==> src/ecmr_defs.svh <==
// constants of the engine controller holding-register bank
// assumes: included by bare name from the bank module and its checker
`ifndef ECMR_DEFS_SVH
`define ECMR_DEFS_SVH
// ==================================================
// register numbers
`define ECMR_A_HOURS_HI  16'h9C41
`define ECMR_A_HOURS_LO  16'h9C42
`define ECMR_A_SPEED     16'h9C43
`define ECMR_A_VOLTS     16'h9C44
`define ECMR_A_OIL       16'h9C45
`define ECMR_A_TEMP      16'h9C46
`define ECMR_A_STATE     16'h9C47
`define ECMR_A_SD_A      16'h9C48
`define ECMR_A_SD_B      16'h9C49
`define ECMR_A_SD_C      16'h9C4A
`define ECMR_A_LEVEL     16'h9C4B
`define ECMR_A_RUN_CMD   16'h9C4C
`define ECMR_A_MAX_SPD   16'h9C4D
`define ECMR_A_AMBIENT   16'h9C4E
`define ECMR_A_MODE      16'h9C4F
`define ECMR_A_LOAD_SPD  16'h9C50
`define ECMR_A_MAN_ONLY  16'h9C51
`define ECMR_A_PRE1      16'h9C52
`define ECMR_A_PRE2      16'h9C53
`define ECMR_A_SAVE      16'h9D30
// ==================================================
// field masks and values
`define ECMR_SD_A_MASK   16'h8FFF
`define ECMR_SD_B_MASK   16'hBB9F
`define ECMR_SD_C_MASK   16'h0001
`define ECMR_SAVE_VALUE  16'h0001
`define ECMR_FLAG_MAX    16'h0001
`define ECMR_WORD_RESET  16'h0000
`define ECMR_FLAG_RESET  1'h0
`define ECMR_NODE_DFLT   8'h01
`define ECMR_NODE_BCAST  8'h00
`define ECMR_EXC_NONE    8'h00
`define ECMR_EXC_ADDR    8'h02
`define ECMR_EXC_VALUE   8'h03
`endif

==> src/ecmr_pkg.sv <==
// types of the engine controller holding-register bank
// assumes: compiled before the bank module
`default_nettype none
package ecmr_pkg;
	// ==================================================
	// controller state codes
	typedef enum logic [4:0] {
		ECMR_ST_STABILIZE = 5'h00, ECMR_ST_STOPPED  = 5'h01,
		ECMR_ST_STANDBY   = 5'h02, ECMR_ST_PRE1     = 5'h03,
		ECMR_ST_SAFE_CHK  = 5'h04, ECMR_ST_PRE2     = 5'h05,
		ECMR_ST_CRANK_ON  = 5'h06, ECMR_ST_CRANK_RST = 5'h07,
		ECMR_ST_FALSE_CHK = 5'h08, ECMR_ST_WARMUP   = 5'h09,
		ECMR_ST_FILL1     = 5'h0A, ECMR_ST_FILL2    = 5'h0B,
		ECMR_ST_LOADED    = 5'h0C, ECMR_ST_COOLDOWN = 5'h0D,
		ECMR_ST_ETS       = 5'h0E, ECMR_ST_SPINDOWN = 5'h0F,
		ECMR_ST_WAIT      = 5'h10
	} ecmr_ctrl_state_t;
	// telemetry from the controller core
	typedef struct packed {
		logic [31:0]      run_hours;
		logic [15:0]      engine_speed;
		logic [15:0]      supply_volts_x10;
		logic [15:0]      oil_kpa;
		logic [15:0]      engine_temp_c;
		logic [15:0]      ambient_temp_c;
		logic [15:0]      level_ft_x10;
		ecmr_ctrl_state_t state;
		logic [15:0]      shutdown_fault_a;
		logic [15:0]      shutdown_fault_b;
		logic [15:0]      shutdown_fault_c;
	} ecmr_telem_t;
	// writable settings
	typedef struct packed {
		logic        run_cmd;
		logic [15:0] max_speed;
		logic        auto_mode;
		logic [15:0] loaded_speed;
		logic        manual_only;
		logic        pre1_auto_only;
		logic        pre2_auto_only;
	} ecmr_settings_t;
	// request from the serial front end
	typedef struct packed {
		logic        valid;
		logic        write;
		logic [7:0]  node;
		logic [15:0] addr;
		logic [15:0] wdata;
	} ecmr_req_t;
	// answer to the serial front end
	typedef struct packed {
		logic        valid;
		logic [15:0] rdata;
		logic [7:0]  exc;
	} ecmr_rsp_t;
	// control handed to the engine sequencer
	typedef struct packed {
		logic        run_request;
		logic        auto_mode;
		logic        manual_only;
		logic        pre1_auto_only;
		logic        pre2_auto_only;
		logic [15:0] max_speed;
		logic [15:0] loaded_speed;
	} ecmr_ctrl_t;
endpackage : ecmr_pkg
`default_nettype wire

==> src/ecmr_regs.sv <==
// holding-register bank seen by the serial master of the engine controller
// assumes: framing and crc are decoded elsewhere on the same clock; the
// persistent store and panel logic sit outside and share this clock
`timescale 1ns/1ps
`include "ecmr_defs.svh"
`default_nettype none
module ecmr_regs (
	// clock and reset
	input  wire logic                  i_sys_clk,
	input  wire logic                  i_rst_b,
	// serial register port
	input  wire ecmr_pkg::ecmr_req_t   i_req,
	output ecmr_pkg::ecmr_rsp_t        o_rsp,
	// node number from panel configuration
	input  wire logic [7:0]            i_node_cfg,
	input  wire logic                  i_node_load,
	// telemetry from the controller core
	input  wire ecmr_pkg::ecmr_telem_t i_telem,
	// persistent settings and local panel edits
	input  wire ecmr_pkg::ecmr_settings_t i_stored,
	input  wire logic                  i_stored_update,
	output ecmr_pkg::ecmr_settings_t   o_commit_data,
	output logic                       o_commit,
	// control to the engine sequencer
	output ecmr_pkg::ecmr_ctrl_t       o_ctrl,
	output logic [7:0]                 o_node
);
	// ==================================================
	// start-up sequencer
	typedef enum logic [2:0] {
		ECMR_BOOT_RESET = 3'b001,
		ECMR_BOOT_LOAD  = 3'b010,
		ECMR_BOOT_RUN   = 3'b100
	} ecmr_boot_t;

	ecmr_boot_t                boot;      // start-up phase
	ecmr_pkg::ecmr_settings_t  work;      // live, temporary settings
	logic [7:0]                node;      // our slave node number

	// ==================================================
	// decode helpers

	// true for a register that the master may write
	function automatic logic ecmr_is_rw(input logic [15:0] a);
		unique case (a)
			`ECMR_A_RUN_CMD, `ECMR_A_MAX_SPD, `ECMR_A_MODE,
			`ECMR_A_LOAD_SPD, `ECMR_A_MAN_ONLY, `ECMR_A_PRE1,
			`ECMR_A_PRE2, `ECMR_A_SAVE:
				ecmr_is_rw = 1'b1;
			default:
				ecmr_is_rw = 1'b0;
		endcase
	endfunction : ecmr_is_rw

	// true for a register that holds only zero or one
	function automatic logic ecmr_is_flag(input logic [15:0] a);
		unique case (a)
			`ECMR_A_RUN_CMD, `ECMR_A_MODE, `ECMR_A_MAN_ONLY,
			`ECMR_A_PRE1, `ECMR_A_PRE2:
				ecmr_is_flag = 1'b1;
			default:
				ecmr_is_flag = 1'b0;
		endcase
	endfunction : ecmr_is_flag

	// true for any mapped register
	function automatic logic ecmr_is_mapped(input logic [15:0] a);
		unique case (a)
			`ECMR_A_HOURS_HI, `ECMR_A_HOURS_LO, `ECMR_A_SPEED,
			`ECMR_A_VOLTS, `ECMR_A_OIL, `ECMR_A_TEMP,
			`ECMR_A_STATE, `ECMR_A_SD_A, `ECMR_A_SD_B,
			`ECMR_A_SD_C, `ECMR_A_LEVEL, `ECMR_A_AMBIENT:
				ecmr_is_mapped = 1'b1;
			default:
				ecmr_is_mapped = ecmr_is_rw(a);
		endcase
	endfunction : ecmr_is_mapped

	// ==================================================
	// request qualification

	logic addressed;   // request is for us
	logic bcast;       // broadcast write, no answer
	logic take;        // request accepted this cycle
	logic mapped;      // address exists
	logic bad_value;   // flag written with more than one
	logic wr_ok;       // write that may change state
	logic [7:0] exc;   // exception code of this request

	// answer only at our node number; broadcast only for writes
	always_comb begin
		bcast     = i_req.write && (i_req.node == `ECMR_NODE_BCAST);
		addressed = (i_req.node == node) || bcast;
		// requests before the settings are loaded are dropped
		take      = i_req.valid && addressed && (boot == ECMR_BOOT_RUN);
		mapped    = ecmr_is_mapped(i_req.addr);
		bad_value = ecmr_is_flag(i_req.addr) && (i_req.wdata > `ECMR_FLAG_MAX);
		// read-only registers refuse writes and keep their state
		wr_ok     = take && i_req.write && ecmr_is_rw(i_req.addr)
		            && !bad_value;
		if (!mapped) begin
			exc = `ECMR_EXC_ADDR;
		end else if (i_req.write && !ecmr_is_rw(i_req.addr)) begin
			exc = `ECMR_EXC_ADDR;
		end else if (i_req.write && bad_value) begin
			exc = `ECMR_EXC_VALUE;
		end else begin
			exc = `ECMR_EXC_NONE;
		end
	end

	// ==================================================
	// read multiplexer

	logic [15:0] rd_word;  // value of the addressed register

	// reserved fault bits are masked so they always read zero
	always_comb begin
		unique case (i_req.addr)
			// high half first, low half next
			`ECMR_A_HOURS_HI: rd_word = i_telem.run_hours[31:16];
			`ECMR_A_HOURS_LO: rd_word = i_telem.run_hours[15:0];
			`ECMR_A_SPEED:    rd_word = i_telem.engine_speed;
			`ECMR_A_VOLTS:    rd_word = i_telem.supply_volts_x10;
			`ECMR_A_OIL:      rd_word = i_telem.oil_kpa;
			`ECMR_A_TEMP:     rd_word = i_telem.engine_temp_c;
			// the state enum carries codes zero to sixteen
			`ECMR_A_STATE:    rd_word = 16'(i_telem.state);
			`ECMR_A_SD_A:     rd_word = i_telem.shutdown_fault_a & `ECMR_SD_A_MASK;
			`ECMR_A_SD_B:     rd_word = i_telem.shutdown_fault_b & `ECMR_SD_B_MASK;
			`ECMR_A_SD_C:     rd_word = i_telem.shutdown_fault_c & `ECMR_SD_C_MASK;
			`ECMR_A_LEVEL:    rd_word = i_telem.level_ft_x10;
			`ECMR_A_AMBIENT:  rd_word = i_telem.ambient_temp_c;
			`ECMR_A_RUN_CMD:  rd_word = 16'(work.run_cmd);
			`ECMR_A_MAX_SPD:  rd_word = work.max_speed;
			`ECMR_A_MODE:     rd_word = 16'(work.auto_mode);
			`ECMR_A_LOAD_SPD: rd_word = work.loaded_speed;
			`ECMR_A_MAN_ONLY: rd_word = 16'(work.manual_only);
			`ECMR_A_PRE1:     rd_word = 16'(work.pre1_auto_only);
			`ECMR_A_PRE2:     rd_word = 16'(work.pre2_auto_only);
			// the save register is a command and reads as zero
			default:          rd_word = `ECMR_WORD_RESET;
		endcase
	end

	// ==================================================
	// start-up: reset, then one cycle to load stored values

	always_ff @(posedge i_sys_clk) begin
		if (!i_rst_b) begin
			boot <= ECMR_BOOT_RESET;
		end else begin
			unique case (boot)
				ECMR_BOOT_RESET: boot <= ECMR_BOOT_LOAD;
				ECMR_BOOT_LOAD:  boot <= ECMR_BOOT_RUN;
				ECMR_BOOT_RUN:   boot <= ECMR_BOOT_RUN;
			endcase
		end
	end

	// ==================================================
	// node number register

	// defaults to one; the panel may load a new number
	always_ff @(posedge i_sys_clk) begin
		if (!i_rst_b) begin
			node <= `ECMR_NODE_DFLT;
		end else if (i_node_load) begin
			node <= i_node_cfg;
		end
	end

	// ==================================================
	// live settings

	// serial writes land here only; the stored copy is untouched,
	// so a power cycle reloads the last panel values. a local edit
	// in the same cycle as a serial write wins, being the newer
	always_ff @(posedge i_sys_clk) begin
		if (!i_rst_b) begin
			work.run_cmd        <= `ECMR_FLAG_RESET;
			work.max_speed      <= `ECMR_WORD_RESET;
			work.auto_mode      <= `ECMR_FLAG_RESET;
			work.loaded_speed   <= `ECMR_WORD_RESET;
			work.manual_only    <= `ECMR_FLAG_RESET;
			work.pre1_auto_only <= `ECMR_FLAG_RESET;
			work.pre2_auto_only <= `ECMR_FLAG_RESET;
		end else if ((boot == ECMR_BOOT_LOAD) || i_stored_update) begin
			work <= i_stored;
		end else if (wr_ok) begin
			unique case (i_req.addr)
				// stop is zero, start is one
				`ECMR_A_RUN_CMD:  work.run_cmd        <= i_req.wdata[0];
				`ECMR_A_MAX_SPD:  work.max_speed      <= i_req.wdata;
				`ECMR_A_MODE:     work.auto_mode      <= i_req.wdata[0];
				`ECMR_A_LOAD_SPD: work.loaded_speed   <= i_req.wdata;
				`ECMR_A_MAN_ONLY: work.manual_only    <= i_req.wdata[0];
				`ECMR_A_PRE1:     work.pre1_auto_only <= i_req.wdata[0];
				`ECMR_A_PRE2:     work.pre2_auto_only <= i_req.wdata[0];
				// the save register holds nothing itself
				default:          work <= work;
			endcase
		end
	end

	// ==================================================
	// save command

	// a one in the save register hands the live settings to the
	// persistent store for one cycle; other values are ignored
	always_ff @(posedge i_sys_clk) begin
		if (!i_rst_b) begin
			o_commit      <= 1'b0;
			o_commit_data <= '0;
		end else begin
			o_commit <= wr_ok && (i_req.addr == `ECMR_A_SAVE)
			            && (i_req.wdata == `ECMR_SAVE_VALUE);
			o_commit_data <= work;
		end
	end

	// ==================================================
	// answer to the master

	// one cycle after a taken request; broadcasts stay silent
	always_ff @(posedge i_sys_clk) begin
		if (!i_rst_b) begin
			o_rsp <= '0;
		end else begin
			o_rsp.valid <= take && !bcast;
			o_rsp.exc   <= exc;
			// a write echoes the written word, a read the register
			o_rsp.rdata <= (i_req.write || (exc != `ECMR_EXC_NONE))
			               ? (i_req.write ? i_req.wdata : `ECMR_WORD_RESET)
			               : rd_word;
		end
	end

	// ==================================================
	// control outputs

	// the remote command only matters while in automatic mode
	always_ff @(posedge i_sys_clk) begin
		if (!i_rst_b) begin
			o_ctrl <= '0;
		end else begin
			o_ctrl.run_request    <= work.auto_mode && work.run_cmd;
			o_ctrl.auto_mode      <= work.auto_mode;
			o_ctrl.manual_only    <= work.manual_only;
			o_ctrl.pre1_auto_only <= work.pre1_auto_only;
			o_ctrl.pre2_auto_only <= work.pre2_auto_only;
			o_ctrl.max_speed      <= work.max_speed;
			o_ctrl.loaded_speed   <= work.loaded_speed;
		end
	end

	// the node number is shown to the panel as it stands
	assign o_node = node;
endmodule : ecmr_regs
`default_nettype wire

==> config.mk <==
export PLATFORM = sky130hd
export DESIGN_NAME = ecmr_regs
export DESIGN_NICKNAME = d
export VERILOG_FILES = /design/src/ecmr_pkg.sv /design/src/ecmr_regs.sv
export VERILOG_INCLUDE_DIRS = /design/src /design/src/src
export SDC_FILE = /design/constraint.sdc
export NUM_CORES = 1
export LEC_CHECK = 0
export ABC_AREA = 1
export BUFFER_PORTS_ARGS = -buffer_cell sky130_fd_sc_hd__buf_2
export CORE_UTILIZATION = 32
export CTS_BUF_LIST = sky130_fd_sc_hd__clkbuf_8
export CTS_CLUSTER_DIAMETER = 80
export DETAILED_ROUTE_END_ITERATION = 10
export PLACE_DENSITY_LB_ADDON = 0.2
export SETUP_SLACK_MARGIN = 0.2
export SYNTH_ARGS = -nofsm -noshare
export SYNTH_HDL_FRONTEND = slang
export SYNTH_SLANG_ARGS = --single-unit
==> constraint.sdc <==
create_clock -name i_sys_clk -period 1.9 [get_ports i_sys_clk]
set_input_delay 0.19 -clock i_sys_clk [delete_from_list [all_inputs] [get_ports i_sys_clk]]
set_output_delay 0.19 -clock i_sys_clk [all_outputs]
set_load 0.01 [all_outputs]
### Word-level counts from Yosys, hierarchy flattened

Cells that the tools add are included.

| operators by class | value |
|---|---|
| order comparisons | 1 |
| eq/ne operators | 25 |
| multiplexer cells | 20 |
| reduce and logical (&&, ||, !) cells | 40 |

Operator list:

| operator | count |
|---|---|
| $eq 16x16->1 const B | 20 |
| $pmux 16 s19 | 1 |
| $mux 37 | 2 |
| $mux 16 | 4 |
| $eq 16x1->1 const B | 1 |
| $gt 16x1->1 const B | 1 |
| $reduce_bool 2->1 | 8 |
| $reduce_and 2->1 | 7 |
| $logic_and 1x1->1 | 13 |
| $reduce_or 12->1 | 1 |
| $mux 1 | 9 |
| $eq 8x8->1 | 1 |
| $logic_not 8->1 | 1 |
| $reduce_bool 8->1 | 1 |
| $reduce_or 8->1 | 1 |
| $mux 2 | 3 |
| $pmux 3 s2 | 1 |
| $reduce_or 5->1 | 1 |
| $eq 3x1->1 const B | 1 |
| $eq 3x2->1 const B | 1 |
| $eq 3x3->1 const B | 1 |
| $logic_not 1->1 | 3 |
| $logic_or 1x1->1 | 3 |
| $reduce_or 2->1 | 1 |

| word-level totals | value |
|---|---|
| flip-flop bits (word level) | 112 |
| bits of input ports | 272 |
| output and inout port bits | 108 |
| logic and storage cells | 107 |

### Logic depth before layout (Yosys ltp)

Gate-level depths: netlist of run 1.

| logic depth | value |
|---|---|
| depth after elaboration | 12 |
| gate-level depth with buffers | 16 |

### Least setup slack after synthesis of run 1

OpenSTA, ideal clock, no wires.

| timing | value |
|---|---|
| path type | input -> register |
| start | in i_req[29] in the netlist's numbering |
| end | reg work[3] in the netlist's numbering |
| arrival | 1.614 ns |
| setup slack | 0.217 ns |
| stages on the path | 13 |
| path buffers | 2 |
| cells stage by stage | nor2_1 > nand2_1 > nor2_2 > buf_4 > nand2_1 > nand2_1 > nor2_1 > nand3_1 > nand4_2 > nand2_2 > buf_4 > nand3_1 > o21ai_1 |

| on the way | value |
|---|---|
| cells in the longest elaborated chain, start to end | 8 |
| elaborated cells on any way between the ends | 19 |
| those cells by class | eq/ne (8); mux (2); reduce/logical (9) |

Ends and longest elaborated chain:

| what | line | RTL |
|---|---|---|
| from (decl) | ecmr_regs.sv:12 | `input wire ecmr_pkg::ecmr_req_t i_req,` |
| $eq 16x16->1 | ecmr_regs.sv:45, ecmr_regs.sv:57 |  |
| $reduce_or 5->1 | ecmr_regs.sv:57 | `unique case (a)` |
| $mux 1 | ecmr_regs.sv:57 |  |
| $logic_and 1x1->1 | ecmr_regs.sv:97 | `` bad_value = ecmr_is_flag(i_req.addr) && (i_req.wdata > `ECMR_FLAG_MAX); `` |
| $logic_not 1->1 | ecmr_regs.sv:100 | `&& !bad_value;` |
| $logic_and 1x1->1 | ecmr_regs.sv:100 |  |
| $reduce_bool 2->1 (no source line) | n/a |  |
| $reduce_and 2->1 (no source line) * | n/a |  |
| to (signal assigned) | ecmr_regs.sv:189 | `work <= i_stored;` |
| to (signal assigned) | ecmr_regs.sv:201 | `default: work <= work;` |
| to (decl) | ecmr_regs.sv:37 | `ecmr_pkg::ecmr_settings_t work;` |

Mark *: on every way between the ends. The rest lies on a longest branch, timed or not.
A chain may end at the register's enable or synchronous reset.

### Final worst setup path of run 1

| timing | value |
|---|---|
| start | in i_req[9] in the netlist's numbering |
| end | reg work[28] in the netlist's numbering |

| on the way | value |
|---|---|
| cells in the longest elaborated chain, start to end | 6 |

Ends and longest elaborated chain:

| what | line |
|---|---|
| $gt 16x1->1 (no source line) | n/a |
| $logic_and 1x1->1 | ecmr_regs.sv:97 |
| $logic_not 1->1 | ecmr_regs.sv:100 |
| $logic_and 1x1->1 | ecmr_regs.sv:100 |
| $reduce_bool 2->1 (no source line) | n/a |
| $reduce_and 2->1 (no source line) | n/a |

Every way passes these cells.

==> reports/qor.txt, run 1 <==
Max-cap violations -> 0
Fin. max-slew vios -> 0
#FFs+latches synth -> 106
Worst EP required -> 2.22 ns
Crit path launch type -> primary input
Largest net degree at the start of global routing -> 86
Crit Path Class -> primary input to flip-flop
Crit path from -> i_req[9]
Tmin final -> 1.74 ns
Pint -> 3.50 mW
Worst-margin pin slew -> 0.694 ns
Area leader, netlist -> dfxtp_1
FMAX -> 575 MHz
Gr usage total -> 0.250
Synth Area per Inst -> 6.23 sq um
Clock share of power -> 0.294
Synth area leaders -> dfxtp_1, nand2_1, nand3_1
Power per cell area -> 505 nW/um^2
CP Data Arrival Time -> 2.06 ns
Vias -> 8,189
RR Startpoint -> o_node[7]
Net Switching -> 1.46 mW
Num CTS Buffers -> 9
Hpwl dp -> 21.5 mm
Drt total wl -> 27.7 mm
Final hold violation count -> 0
Drt pass-1 iters -> 7
CTS root buf -> clkbuf_8
Maximum VDD drop -> 0.000361 V
Clock slew seen by the registers of the worst setup and hold paths -> 0.10 ns
Final Wtd Congestion -> 0.912
Vias in the first global route -> 7,854
Seq pwr share -> 0.489
Worst skew pair latency -> 0.39 ns
Worst Skew -> 0.00903 ns
Sequential share of the synthesized area -> 0.317
Cell count after synthesis -> 1,076
Vias per inst -> 4.74
Tcrit/Tclk final -> 0.915
Core Rows -> 52
Area Overhead vs Synth -> 46.8%
Port buffer count -> 351
Iteration-0 DRC Markers -> 422
Placed inst area -> 8940 sq um
Synth top area share -> 0.317
Critical path endpoint category -> flip-flop
Cell variety after synth -> 37
Setup Total Neg Slack -> 0 ns
Gate power share -> 0.217
Leakage -> 5.67 nW
Slack of the critical path -> 0.162 ns
Share of cells above drive strength 1 -> 0.394
Min-delay src -> i_node_cfg[5]
Tightest Hold Check Type -> primary input to flip-flop
DR WL/cell -> 16.0 microns
Initial antenna violation count -> 6
Relative slew slack -> 0.537
Initial Utilization -> 0.329
Die area -> 21,500 sq um
Switching share of power -> 0.295
CTS sink count -> 106
Yosys Warn Count -> 0
Overflow after GRT -> 0
Status -> finished clean
# DRC -> 0
Placeable Area -> 20,400 sq um
DIE WIDTH -> 147 microns
I/O pins -> 380
Design area -> 9840 sq um
CP Max Fanout -> 7
DRT antenna net count -> 0
Worst slack, placed -> -0.0949 ns
Setup-failing EPs final -> 0
CTS tree -> done
RSZ-0062 raised after global routing -> true
First-pass GRT wire length -> 41.4 mm
# H-tree levels -> 3
Final #Nets -> 1,720
Mapped cell area -> 6700 sq um
Clock Tree Buf Depth -> 2
Die Y -> 147 microns
Fill cell count -> 2,196
cell usage in the layout, fill, tap and decap left out, types with 13 or more instances in the layout:
master / n
nand2_1: 312
nand2_4: 13
inv_1: 83
nand2_2: 16
o21ai_0: 16
a21oi_1: 27
buf_2: 346
buf_4: 71
dfxtp_1: 98
o21ai_1: 26
buf_12: 17
nor2_1: 92
nand4_1: 13
nand3_1: 178
power by group through the flow:
stage / Clock, mW / Combinational, mW / Sequential [mW]
after CTS: 1.51 / 0.997 / 2.43
after global routing: 1.60 / 1.20 / 2.44
after global placement: 0 / 0.958 / 2.47
after detailed placement: 0 / 0.962 / 2.48
final: 1.46 / 1.08 / 2.43
after floorplan: 0 / 0.459 / 2.50
cells by family (layout without fill, tap and decap cells):
| kind of cell | count (synthesis) | in the layout | synth area share |
|---|---|---|---|
| other | 1 | 10 | 0.000560 |
| AND/OR/NAND/NOR | 671 | 671 | 0.445 |
| AO/OA/AOI/OAI | 94 | 94 | 0.0808 |
| flip-flops | 106 | 106 | 0.317 |
| XOR/XNOR | 8 | 8 | 0.0105 |
| buffers and inverters | 196 | 568 | 0.146 |
synth_stat cells, drive strengths merged:
master and number:
o22ai 1, nand3b 1, and2 1, nand2 342, a31oi 8, nand3 183
a21oi 40, nor3 16, o21ai 42, xnor2 8, nand4 14, dfxtp 106
conb 1, clkinv 1, clkbuf 25, buf 73, o211a 3, nor4 3
nor2 110, inv 97, and3 1
worst max-delay path, stage by stage:
cell	delay, ns
buf_2	0.10
nor2_1	0.23
nand2_1	0.09
nor4_1	0.22
buf_4	0.16
nand3b_1	0.15
nand2_1	0.21
nand4_1	0.19
nand2_4	0.19
clkbuf_16	0.18
nand3_1	0.06
o21ai_1	0.08
flip-flops by register name, summed over array words and instances, names as in the netlist:
| register | cells |
|---|---|
| work | 37 |
| boot | 3 |
| o_ctrl | 37 |
| o_rsp | 19 |
| o_commit_data | 1 |
| o_node | 8 |
| o_commit | 1 |
stage by stage:
stage	std cells	util	power, mW	hold WS [ns]
finish	1727	0.483	4.97	0.0226
floorplan	1081	-	2.95	0.312
detailed placement	1679	0.439	3.44	0.413
CTS	1703	0.454	4.94	0.000788
global placement	1679	0.439	3.43	0.402
global route	1725	0.483	5.24	0.0257
area by class of cell:
type	count	area [sq um]	area share
inverters	98	377	0.0383
repair buffers	454	2930	0.298
clock inverters	6	62.6	0.00636
well taps	270	338	0.0343
clock buffers	10	138	0.0140
multi-input cells	779	3850	0.392
diodes	4	10.0	0.00102
flip-flops and latches	106	2130	0.217
metal layers:
metal  part of all wire  global-route usage  vias up
met3              0.063              0.0534       38
met5             0.0012                   0        -
met2               0.49               0.441      283
met4              0.022              0.0677        4
met1               0.43               0.304     3716
li1                   -                   -     4148
worst paths after layout:
path,end,slack (ns),cells past startpoint
worst max-delay path,work[28],0.16,12
worst min-delay path,o_node[5],0.02,3
worst max register to register,work[28],0.20,12
worst min register to register,o_ctrl[35],0.44,2
timing repair:
| item | in CTS | in global routing |
|---|---|---|
| pin swaps | 7 | 27 |
| cloned | 1 | 6 |
| endpoints found under the setup margin | 36 | 52 |
| resized for setup | 16 | 84 |
| setup buffers | 6 | 14 |
| endpoints found under the hold margin | 1 | 0 |
| hold buffers | 1 | 0 |
Power figures use the tool's default switching activity.
==> run 2: changes to the inputs <==
--- a/config.mk
+++ b/config.mk
@@ -6,12 +6,12 @@
 export SDC_FILE = /design/constraint.sdc
 export NUM_CORES = 1
 export LEC_CHECK = 0
-export ABC_AREA = 1
 export BUFFER_PORTS_ARGS = -buffer_cell sky130_fd_sc_hd__buf_2
-export CORE_UTILIZATION = 32
+export CORE_AREA = 2 2 148 150
 export CTS_BUF_LIST = sky130_fd_sc_hd__clkbuf_8
 export CTS_CLUSTER_DIAMETER = 80
 export DETAILED_ROUTE_END_ITERATION = 10
+export DIE_AREA = 0 0 150 152
 export PLACE_DENSITY_LB_ADDON = 0.2
 export SETUP_SLACK_MARGIN = 0.2
 export SYNTH_ARGS = -nofsm -noshare
==> run 2 against run 1 <==
Compared with the run above: area after synthesis fell by 12%; via count shrank 16%; critical path depth is 3 lower; clock skew grew 0.0059 ns; die area increased by 5.9%; critical path type unchanged; critical endpoint is now o_rsp[22]; highest routed layer is now met4.
==> reports/qor.txt, run 2 <==
RSZ-0062 raised after global routing -> true
Overflow after GRT -> 0
Commonest cells post-synth -> dfxtp_1, buf_4, and2_1, mux2i_1, nand2_1
Synth top area share -> 0.359
First-pass GRT wire length -> 42.0 mm
I/O pins -> 380
Sequential share of the synthesized area -> 0.359
Worst r2r dst -> work[34]
Final #Nets -> 1,327
Maximum VDD drop -> 0.000328 V
Area leader, netlist -> dfxtp_1
Iteration-0 DRC Markers -> 533
Clock slew seen by the registers of the worst setup and hold paths -> 0.11 ns
Synth area leaders -> dfxtp_1, mux2i_1, buf_4
Core Rows -> 54
Asr flop ratio synth -> 0
DRT antenna net count -> 0
Worst Skew -> 0.0149 ns
Critical path endpoint category -> flip-flop
Most common cell in the netlist -> dfxtp_1
Seq pwr share -> 0.501
Hpwl dp -> 24.3 mm
Gr usage total -> 0.249
Commonest non-fill, non-tap cell in the layout -> buf_2
Slowest CP cell -> a222oi_1
Placeable Area -> 21,400 sq um
Largest net degree at the start of global routing -> 70
DP Cell Count -> 1,311
CTS tree -> done
Initial Utilization -> 0.277
Switching share of power -> 0.317
FMAX -> 550 MHz
Hold Crit Depth -> 3
Worst-margin pin slew -> 0.682 ns
Die Y -> 152 microns
Post-synth EDFFs -> 0
Share of cells above drive strength 1 -> 0.512
Leakage -> 4.54 nW
Clock Tree Buf Depth -> 2
Post-Layout Cell Count -> 1,342
Cell variety after synth -> 69
Gate power share -> 0.210
Status -> finished clean
Net Switching -> 1.56 mW
Most used cell, CP -> buf_4
Cell count after synthesis -> 658
Die area -> 22,800 sq um
Power per cell area -> 543 nW/um^2
Drt pass-1 iters -> 6
DR WL/cell -> 22.0 microns
Area Overhead vs Synth -> 53.8%
Synth Area per Inst -> 8.97 sq um
Final Wtd Congestion -> 0.920
Num CTS Buffers -> 9
# H-tree levels -> 3
Clock share of power -> 0.289
Max-cap violations -> 0
Tcrit/Tclk final -> 0.956
Worst skew pair latency -> 0.40 ns
R2R Setup Slk -> 0.09 ns
CP Max Fanout -> 9
Commonest register cell after synthesis -> dfxtp_1
CTS sink count -> 106
CTS root buf -> clkbuf_8
Vias in the first global route -> 6,703
Fin. max-slew vios -> 0
Top Registers -> o_ctrl: 37 flops, work: 37 flops, o_rsp: 19 flops
Initial antenna violation count -> 2
Slowest stage delay, CP -> 0.62 ns
Placed inst area -> 8540 sq um
Mapped cell area -> 5900 sq um
Cells on worst reg2reg path -> 9
Port buffer count -> 351
# DRC -> 0
Vias -> 6,916
Worst path cell trace -> clkbuf_4 > buf_4 > and2_1 > and3_4 > buf_12 > a222oi_1 > buf_4 > nand2_2 > o221a_1
Relative slew slack -> 0.545
Vias per inst -> 5.15
RR Startpoint -> o_node[1]
Utilization after layout -> 0.425
Yosys Warn Count -> 0
Crit Path Class -> primary input to flip-flop
Crit path launch type -> primary input
DIE WIDTH -> 150 microns
#FFs+latches synth -> 106
Design area -> 9080 sq um
Drt total wl -> 29.6 mm
CP delay by family, top -> compound AO/OA/AOI/OAI gates
Final hold slack -> 0.0281 ns
Min-delay src -> i_node_cfg[6]
Hold path endpoint -> o_node[6]
Tmin final -> 1.82 ns
Setup-failing EPs final -> 0
Crit path buf inv count -> 4
Final hold violation count -> 0
Pint -> 3.37 mW
Worst EP required -> 2.19 ns
Power, Total -> 4.93 mW
CP Data Arrival Time -> 2.10 ns
Most frequent cells in the layout -> buf_2, dfxtp_1, buf_4, and2_1, mux2i_1
Tightest Hold Check Type -> primary input to flip-flop
-- run 2: cell types whose count changed after synthesis, moves of 24 or more --
cell      before  now
nand2_1      329   37
inv_1         88    7
nand3_1      182   25
mux2i_1        0   42
a22oi_1        0   35
a222oi_1       0   24
nor2_1       101   24
and2_1         1   42
-- run 2: logic make-up (layout without fill, tap and decap cells) --
kind of cell	after synthesis	count (layout)	synth area share
AND/OR/NAND/NOR	215	215	0.221
AO/OA/AOI/OAI	185	185	0.230
flip-flops	106	106	0.359
buffers and inverters	96	493	0.0941
multiplexers	46	46	0.0807
XOR/XNOR	9	9	0.0134
other	1	8	0.000635
-- run 2: power groups by stage --
stage	registers, mW	clock network (mW)	logic, mW
finish	2.47	1.43	1.04
global route	2.48	1.55	1.12
detailed placement	2.52	0	1.00
global placement	2.51	0	0.999
floorplan	2.49	0	0.438
CTS	2.46	1.49	1.01
-- run 2: how the worst max path moves through the flow --
stage                    from        end  slack, ns  cells past startpoint
floorplan           i_req[24]  o_rsp[17]      0.007                      8
global placement    i_req[24]  o_rsp[18]      -0.42                      8
detailed placement  i_req[24]  o_rsp[17]      -0.43                      8
CTS                 o_node[1]   work[34]       0.06                      9
global route        o_node[1]    work[0]      -0.04                      8
finish              i_req[17]  o_rsp[22]       0.08                      9
-- run 2: per-stage QoR --
stage / setup WS, ns / setup TNS (ns)
floorplan: 0.00656 / 0
global placement: -0.416 / -5.28
detailed placement: -0.426 / -5.32
CTS: 0.0648 / 0
global route: -0.0398 / -0.280
finish: 0.0831 / 0
-- run 2: routing by layer --
| layer | up-vias | global-route usage | routed length [microns] |
|---|---|---|---|
| met5 | - | 0 | 0 |
| met4 | 0 | 0.0539 | 403 |
| met3 | 23 | 0.0447 | 2180 |
| met2 | 349 | 0.400 | 13700 |
| met1 | 3263 | 0.349 | 13300 |
| li1 | 3281 | - | - |
-- run 2: layout make-up --
cell class / count / area, sq um
tap: 280 / 350
antenna: 2 / 5.00
clock buffer: 9 / 124
clock inverter: 7 / 68.8
inverter: 8 / 30.0
sequential: 106 / 2130
fill: 2215 / 12300
multi-input combinational: 461 / 3520
timing repair buffer: 469 / 2850
-- run 2: tightest hold or removal path, delay by kind of cell --
kind | cells | cell delay, ns
buffers and inverters | 1 | 0.08
multiplexers | 1 | 0.05
AND/OR/NAND/NOR | 1 | 0.07
-- run 2: what timing repair did --
item	4_1_cts	5_1_grt
resized for setup	17	30
pin swaps	6	20
setup endpoints to repair	49	53
setup buffers	2	9
hold endpoints to repair	1	0
hold buffers	1	0
cloned	1	0
